## src/include/mmio_pkg.sv

```systemverilog
// constants for the misc i/o instruction executor
// assumes one instruction word is offered per machine cycle
package mmio_pkg;
    // widths
    localparam int INSTR_W = 10;
    localparam int NIB_W = 4;
    localparam int FILE_W = 2;
    localparam int PC_W = 14;
    localparam int PORT_N = 5;
    // opcodes
    localparam logic [9:0] OPC_NOP = 10'h000;
    localparam logic [9:0] OPC_OR = 10'h019;
    localparam logic [9:0] OPC_LOAD_FILE = 10'h048;
    localparam logic [9:0] OPC_LOAD_FILE_MASK = 10'h3FC;
    localparam logic [9:0] OPC_PORT_BASE = 10'h220;
    localparam logic [9:0] OPC_PORT_MASK = 10'h3F8;
    localparam logic [2:0] PORT_LAST = 3'h4;
    // field positions
    localparam int FILE_LSB = 0;
    localparam int PORT_SEL_LSB = 0;
    localparam int PORT_SEL_W = 3;
    // reset values and program counter step
    localparam logic [3:0] ACC_RST = 4'h0;
    localparam logic [1:0] FILE_RST = 2'h0;
    localparam logic [13:0] PC_RST = 14'h0000;
    localparam logic [3:0] PORT_RST = 4'h0;
    localparam logic CARRY_RST = 1'h0;
    localparam logic [13:0] PC_STEP = 14'h0001;
endpackage

```

## src/verilog/mmio_exec.sv

```systemverilog
// executor for load-file, no-op, port output and or-with-memory
// assumes the core offers a word with instr_valid_i once per machine cycle
// and presents the nibble addressed by the data pointer on ram_data_i
// How it works
// RULE1: the load-file word copies its two-bit immediate into the file register in one cycle.
// RULE2: the all-zeros word advances the program counter and raises done, leaving accumulator, file, carry and ports unchanged.
// RULE3: the port-zero word copies the accumulator into the port-zero latch in one cycle.
// RULE4: the port-one word copies the accumulator into the port-one latch in one cycle.
// RULE5: the port-two word copies the accumulator into the port-two latch in one cycle.
// RULE6: the port-three word copies the accumulator into the port-three latch in one cycle.
// RULE7: the port-four word copies the accumulator into the port-four latch in one cycle.
// RULE8: the or word ors the memory nibble into the accumulator, carry left alone.
// RULE9: each of these words advances the program counter by one.
`timescale 1ns/1ps
module mmio_exec
(
    // clock and reset
    input wire logic core_clk_i,
    input wire logic reset_n_i,
    // instruction stream
    input wire logic instr_valid_i,
    input wire logic [9:0] instr_i,
    // memory nibble at data pointer
    input wire logic [3:0] ram_data_i,
    // core state
    output logic [3:0] acc_o,
    output logic [1:0] load_file_select_o,
    output logic [13:0] program_counter_o,
    output logic carry_flag_o,
    // execution status
    output logic done_o,
    output logic foreign_o,
    // port latches
    output logic [3:0] port_zero_o,
    output logic [3:0] port_one_o,
    output logic [3:0] port_two_o,
    output logic [3:0] port_three_o,
    output logic [3:0] port_four_o
);
    // ----------------------------------------------------------------
    // decode
    // ----------------------------------------------------------------
    logic is_nop;
    logic is_or;
    logic is_load_file;
    logic is_port;
    logic [2:0] port_sel;
    logic [4:0] port_we;
    logic ours;
    logic [3:0] acc_q;
    logic [1:0] file_q;
    logic [13:0] pc_q;
    logic carry_q;
    logic done_q;
    logic foreign_q;
    logic [4:0][3:0] port_q;

    assign port_sel = instr_i[mmio_pkg::PORT_SEL_LSB +: mmio_pkg::PORT_SEL_W];
    assign is_nop = instr_i == mmio_pkg::OPC_NOP;
    assign is_or = instr_i == mmio_pkg::OPC_OR;
    assign is_load_file = (instr_i & mmio_pkg::OPC_LOAD_FILE_MASK) == mmio_pkg::OPC_LOAD_FILE;
    assign is_port = ((instr_i & mmio_pkg::OPC_PORT_MASK) == mmio_pkg::OPC_PORT_BASE)
        && (port_sel <= mmio_pkg::PORT_LAST);
    assign ours = is_nop || is_or || is_load_file || is_port;

    always_comb
    begin
        port_we = 5'h00;
        if (instr_valid_i && is_port)
        begin
            port_we[port_sel] = 1'h1; // see RULE3 RULE4 RULE5 RULE6 RULE7
        end
    end

    // ----------------------------------------------------------------
    // accumulator
    // ----------------------------------------------------------------
    always_ff @(posedge core_clk_i or negedge reset_n_i)
    begin
        if (!reset_n_i)
        begin
            acc_q <= mmio_pkg::ACC_RST;
        end
        else if (instr_valid_i && is_or)
        begin
            acc_q <= acc_q | ram_data_i; // see RULE8
        end
    end

    // ----------------------------------------------------------------
    // file register
    // ----------------------------------------------------------------
    always_ff @(posedge core_clk_i or negedge reset_n_i)
    begin
        if (!reset_n_i)
        begin
            file_q <= mmio_pkg::FILE_RST;
        end
        else if (instr_valid_i && is_load_file)
        begin
            file_q <= instr_i[mmio_pkg::FILE_LSB +: mmio_pkg::FILE_W]; // see RULE1
        end
    end

    // ----------------------------------------------------------------
    // program counter
    // ----------------------------------------------------------------
    always_ff @(posedge core_clk_i or negedge reset_n_i)
    begin
        if (!reset_n_i)
        begin
            pc_q <= mmio_pkg::PC_RST;
        end
        else if (instr_valid_i && ours)
        begin
            pc_q <= pc_q + mmio_pkg::PC_STEP; // see RULE9 RULE2
        end
    end

    // carry is held; none of these words alters it
    always_ff @(posedge core_clk_i or negedge reset_n_i)
    begin
        if (!reset_n_i)
        begin
            carry_q <= mmio_pkg::CARRY_RST;
        end
        else
        begin
            carry_q <= carry_q;
        end
    end

    // ----------------------------------------------------------------
    // status
    // ----------------------------------------------------------------
    always_ff @(posedge core_clk_i or negedge reset_n_i)
    begin
        if (!reset_n_i)
        begin
            done_q <= 1'h0;
            foreign_q <= 1'h0;
        end
        else
        begin
            done_q <= instr_valid_i && ours;
            foreign_q <= instr_valid_i && !ours;
        end
    end

    // ----------------------------------------------------------------
    // port latches
    // ----------------------------------------------------------------
    mmio_port_bank u_ports
    (
        .core_clk_i(core_clk_i),
        .reset_n_i(reset_n_i),
        .wr_en_i(port_we),
        .wr_data_i(acc_q),
        .port_q_o(port_q)
    );

    assign acc_o = acc_q;
    assign load_file_select_o = file_q;
    assign program_counter_o = pc_q;
    assign carry_flag_o = carry_q;
    assign done_o = done_q;
    assign foreign_o = foreign_q;
    assign port_zero_o = port_q[0];
    assign port_one_o = port_q[1];
    assign port_two_o = port_q[2];
    assign port_three_o = port_q[3];
    assign port_four_o = port_q[4];
endmodule

```

## src/verilog/mmio_port_bank.sv

```systemverilog
// output latches of ports zero to four
// assumes one-hot write strobes from the executor on the same clock
`timescale 1ns/1ps
module mmio_port_bank
(
    // clock and reset
    input wire logic core_clk_i,
    input wire logic reset_n_i,
    // write side
    input wire logic [4:0] wr_en_i,
    input wire logic [3:0] wr_data_i,
    // latch contents
    output logic [4:0][3:0] port_q_o
);
    for (genvar g = 0; g < mmio_pkg::PORT_N; g++)
    begin : g_port
        always_ff @(posedge core_clk_i or negedge reset_n_i)
        begin
            if (!reset_n_i)
            begin
                port_q_o[g] <= mmio_pkg::PORT_RST;
            end
            else if (wr_en_i[g])
            begin
                port_q_o[g] <= wr_data_i;
            end
        end
    end
endmodule
```

## config.mk

```make
export PLATFORM = sky130hd
export DESIGN_NAME = mmio_exec
export DESIGN_NICKNAME = d
export VERILOG_FILES = /design/src/include/mmio_pkg.sv /design/src/verilog/mmio_exec.sv /design/src/verilog/mmio_port_bank.sv
export SDC_FILE = /design/constraint.sdc
export NUM_CORES = 1
export LEC_CHECK = 0
export ABC_AREA = 1
export BUFFER_PORTS_ARGS = -buffer_cell sky130_fd_sc_hd__buf_2
export CAP_MARGIN = 20
export CORE_UTILIZATION = 25
export CTS_CLUSTER_DIAMETER = 80
export CTS_CLUSTER_SIZE = 14
export DETAILED_ROUTE_END_ITERATION = 8
export GPL_TIMING_DRIVEN = 1
export SETUP_SLACK_MARGIN = 0.1
export SLEW_MARGIN = 10
export SYNTH_ARGS = -nofsm -noshare
export SYNTH_HDL_FRONTEND = slang
export SYNTH_SLANG_ARGS = --single-unit
```

## constraint.sdc

```tcl
create_clock -name core_clk_i -period 1.4 [get_ports core_clk_i]
set_clock_uncertainty 0.05 [all_clocks]
set_input_delay 0.28 -clock core_clk_i [delete_from_list [all_inputs] [get_ports core_clk_i]]
set_output_delay 0.28 -clock core_clk_i [all_outputs]
set_load 0.1 [all_outputs]
```

; ---- Word-level counts from Yosys, hierarchy flattened
; Index checks and enable logic that the tools add are counted.
[totals]
regBits = 42
inputBits = 17
[op_classes]
n_addsub = 1
n_lt_le_gt_ge = 3
eq_ne = 3
n_mux = 3
bitwise_logic = 1
n_reduce_logical = 12
[ops]
columns = op, n
row1 = "14-bit by 1-bit adder with 14-bit output, second input constant", 1
row2 = "10-bit by 5-bit equality test with 1-bit output, second input constant", 1
row3 = 10-bit logical NOT, 1
row4 = "8-bit by 5-bit equality test with 1-bit output, second input constant", 1
row5 = "7-bit equality test, second input constant", 1
row6 = 1-bit logical AND, 7
row7 = 5-bit 2-to-1 mux, 1
row8 = "3-bit by 4-bit less-than comparator with 1-bit output, second input constant", 1
row9 = 4-bit OR, 1
row10 = 1-bit demux with 3-bit select, 1
row11 = "3-bit by 1-bit >= comparator with 1-bit output, second input constant", 1
row12 = "3-bit <= comparator, second input constant", 1
row13 = 1-bit logical OR, 3
row14 = 1-bit logical NOT, 1
row15 = 1-bit 2-to-1 mux, 1

; ---- Longest topological paths before layout
[depth]
ltp_word = 6
ltp_mapped = 11
ltp_nobuf = 10

; ---- Hierarchy
; A second synthesis with hierarchy kept.
[unflattened]
cells_unflattened = 266
area_unflattened_um2 = 2023.2
[modules_own_cells]
columns = module, instances, cells_per_inst, area_each_um2, seq_area_each_um2
row1 = mmio_exec, 1, 181, 1278.7, 550.5
row2 = mmio_port_bank, 1, 85, 744.5, 500.5

; ---- Worst setup path after synthesis
; OpenSTA, ideal clock, no wires.
[synth_timing]
kind = reg-to-reg
from = register pc_q[0], in the netlist program_counter_o[0]
to = register pc_q[8], in the netlist program_counter_o[8]
setup_ns = 0.123
t_arrival_ns = 1.959
slack_ns = -0.732
path_stages_with_launch = 8
n_path_buf = 0
synth_period_minus_slack_ns = 2.132
path_cell_list = dfrtp_1 ha_1 nand3_1 inv_1 nand2_1 xnor2_1 nand3_1 nand2_1
[synth_between]
elab_chain_cells = 1
[synth_rtl]
columns = element, line_no
row1 = "start, declared", mmio_exec.sv:52  ; logic [13:0] pc_q;
row2 = "start signal, assigned", mmio_exec.sv:112  ; pc_q <= mmio_pkg::PC_RST;
row3 = "start signal, assigned", mmio_exec.sv:116  ; pc_q <= pc_q + mmio_pkg::PC_STEP;
row4 = 14-bit by 1-bit adder with 14-bit output, mmio_exec.sv:116
; Every way passes these cells.
; A chain may end at the register's enable or synchronous reset.

; ---- Final worst setup path
[layout_timing]
from = register pc_q[0], in the netlist program_counter_o[0]
to = output port program_counter_o[0]
[layout_lines]
columns = element, line_no
row1 = "end, declared", mmio_exec.sv:28  ; output logic [13:0] program_counter_o,
; No word-level cell between the ends.

==> results.toml <==
[worst_hold_path]
min_to = "acc_o[2]"
hold_path_class = "input port to flip-flop"
min_from = "ram_data_i[2]"
worstHoldPathCells = 3

[finish]
area_growth_pct = 75.6
drive_gt1_frac = 0.426
fin_nets = 367
postLayoutCellArea_um2 = 3590
n_antenna_cell = 0
fin_util = 0.460

[setup_path]
arrival_ns = 1.03
cp_max_fo = 4
crit_chain = "buf_12"
crit_cells = 1
critPathLaunchType = "flip-flop"
r2r-end = "program_counter_o[8]"
critPathBufInv = 1
required_ns = 1.07
rrSetupSlack_ns = 0.07
crit_type = "flip-flop to primary output"
reg2reg_depth = 7
cp-end-kind = "primary output"
r2r-start = "program_counter_o[0]"
cp_slowest_cell = "dfrtp_4"
path_delay_family = "flip-flops"
cp_slowest_stage_delay_ns = 0.54

[pwr]
vdd_drop_max_mv = 0.494
power_leakage_nw = 1.65
p_per_area_nw_per_um2 = 702

[place]
hpwl_um = 4080
dpl_cell_area_um2 = 3320
place.gp.congestion = 0.826
port-buffer-count = 58

[die]
core_um2 = 7810
die-area_um2 = 8540
rows = 32
die_w_um = 92.4
die_h_um = 92.4
io_pins = 60
start_util = 0.262

[detailed_routing]
vias = 1988
wl_met3_um = 253
drc = 0
routed_wl_um = 5520
via_per_inst = 4.40
ant_nets = 0
highest_layer = "met4"
wl_met2_um = 2800
drtIter0Drc = 80
wl_per_cell_um = 12.2
drt_pass1_iterations = 4
met1_length_um = 2410

[sta]
setup_tns_ns = 0
period_share = 0.968
period_needed_ns = 1.36
grt_setup_unrepaired = "yes"
finalHoldViolations = 0
hold_ws_ns = 0.168
setup_violations = 0
max_clock_freq_ghz = 0.738
maxSlewViolCount = 0

[status]
status = "finished clean"

[synth]
synth_top_family_by_area = "simple AND/OR/NAND/NOR gates"
ys_types = 21
ys_seq_elements = 42
syn-mean-instance-area_um2 = 7.83
synth_area_um2 = 2040
yosys_warnings = 0
syn-num-nets = 279
synth_compound_area_frac = 0.0459
ys_seq_area_frac = 0.514
synthMuxAreaShare = 0
synthAdderAreaFrac = 0.00612
synth-simple-area-share = 0.349
syn_inst = 261
synth_xor_area_frac = 0.0300

[cts]
cts_max_level = 2
cts_tree = "yes"
clock_latency_ns = 0.30
clockBufferDepth = 2
clk_pin_slew_ns = 0.09
clock-sinks = 42
numCtsBuffers = 5
root_buffer = "clkbuf_8"

[global_route]
antenna_found_initial = 0
grt_pass1_vias = 1941
grt_max_degree = 43
grt_usage = 0.139
grt_overflow_total = 0
grt_pass1_wl_um = 9330

[flow_run]
timing.max_cap.violations = 0
## power breakdown
part	switching (mW)	internal [mW]	leakage (nW)	total [mW]
clock network	0.463	0.357	0.0408	0.820
logic	0.279	0.149	1.07	0.429
registers	0.0351	1.24	0.538	1.27
total	0.777	1.74	1.65	2.52
## layout by cell type, fill, tap and decap left out, types with 2 or more instances in the layout
| cell type | n |
|---|---|
| dfrtp_1 | 24 |
| xnor2_1 | 4 |
| o21ai_0 | 4 |
| nand2_2 | 11 |
| nand2_1 | 84 |
| o21ai_1 | 13 |
| dfrtp_2 | 7 |
| nor2_4 | 5 |
| buf_6 | 4 |
| nand2_4 | 2 |
| inv_1 | 15 |
| xor2_1 | 3 |
| inv_12 | 2 |
| nand4_1 | 5 |
| nand3b_1 | 2 |
| nor2_2 | 9 |
| buf_2 | 16 |
| clkbuf_8 | 5 |
| buf_12 | 43 |
| nand3_1 | 28 |
| buf_4 | 22 |
| nor2_1 | 17 |
| inv_2 | 3 |
| nand3_2 | 2 |
| dfrtp_4 | 11 |
| clkinvlp_4 | 2 |
## timing repair
item	4_1_cts	5_1_grt
setup buffers	9	6
gates cloned	0	0
hold endpoints to repair	42	0
setup endpoints to repair	15	24
hold buffers	1	0
gates resized for setup	2	15
pin swaps	4	7
## cells by family (layout without fill, tap and decap cells)
| family | after synthesis | in the layout |
|---|---|---|
| xor+xnor | 7 | 7 |
| simple gates | 167 | 167 |
| other cells | 1 | 1 |
| flops | 42 | 42 |
| fa+ha+maj | 1 | 1 |
| compound gates | 18 | 18 |
| buf+inv | 25 | 114 |
## state kept, by name, summed over array words and instances (netlist names)
name	flops
load_file_select_o	2
program_counter_o	14
u_ports.port_q_o	20
acc_o	4
foreign_o	1
done_o	1
## routing by layer
metal	GRT usage	vias up
li1	-	1003
met1	0.165	930
met2	0.248	48
met3	0.0328	7
met4	0.0430	0
met5	0	-
## synth_stat cells (all sizes together)
library cell | n | area (µm²)
a31o | 1 | 8.76
conb | 1 | 3.75
xor2 | 3 | 26.3
inv | 20 | 75.1
o21ai | 17 | 85.1
ha | 1 | 12.5
clkbuf | 2 | 7.51
nor3 | 1 | 16.3
nand3b | 2 | 15.0
nor2 | 31 | 121
nand2 | 97 | 374
nand3 | 31 | 155
xnor2 | 4 | 35.0
nand4 | 5 | 31.3
dfrtp | 42 | 1050
buf | 3 | 26.3
## worst register-to-register path, cell delays in order, from the launching register on
cell and delay [ns]:
dfrtp_4 0.54, ha_4 0.20, nand3_4 0.11, inv_2 0.05
nand2_1 0.06, xnor2_1 0.12, nand3_1 0.08, nand2_1 0.06
## per-stage QoR
step                      instances  worst slack (ns)  power (mW)
final                           452            0.0448        2.52
after global placement          428           -0.0483        1.72
after global routing            452            0.0248        2.62
after CTS                       446            0.0381        2.54
after floorplan                 261           -0.0666        1.52
after detailed placement        428           -0.0744        1.73
## worst max-delay path by stage
stage	from	endpoint	slack [ns]
floorplan	program_counter_o[0]	program_counter_o[8]	-0.07
global placement	instr_i[4]	program_counter_o[9]	-0.05
detailed placement	instr_i[1]	u_ports.port_q_o[14]	-0.07
CTS	program_counter_o[0]	program_counter_o[0]	0.04
global route	program_counter_o[1]	program_counter_o[1]	0.02
finish	program_counter_o[0]	program_counter_o[0]	0.04
## area by class of cell
| cell class | count | area, µm² |
|---|---|---|
| Multi-Input combinational cell | 194 | 1010 |
| Sequential cell | 42 | 1100 |
| Tap cell | 102 | 128 |
| Timing Repair Buffer | 86 | 1160 |
| Clock inverter | 3 | 23.8 |
| Fill cell | 751 | 4220 |
| Inverter | 20 | 100 |
| Clock buffer | 5 | 68.8 |
(Power assumes the default switching activity.)
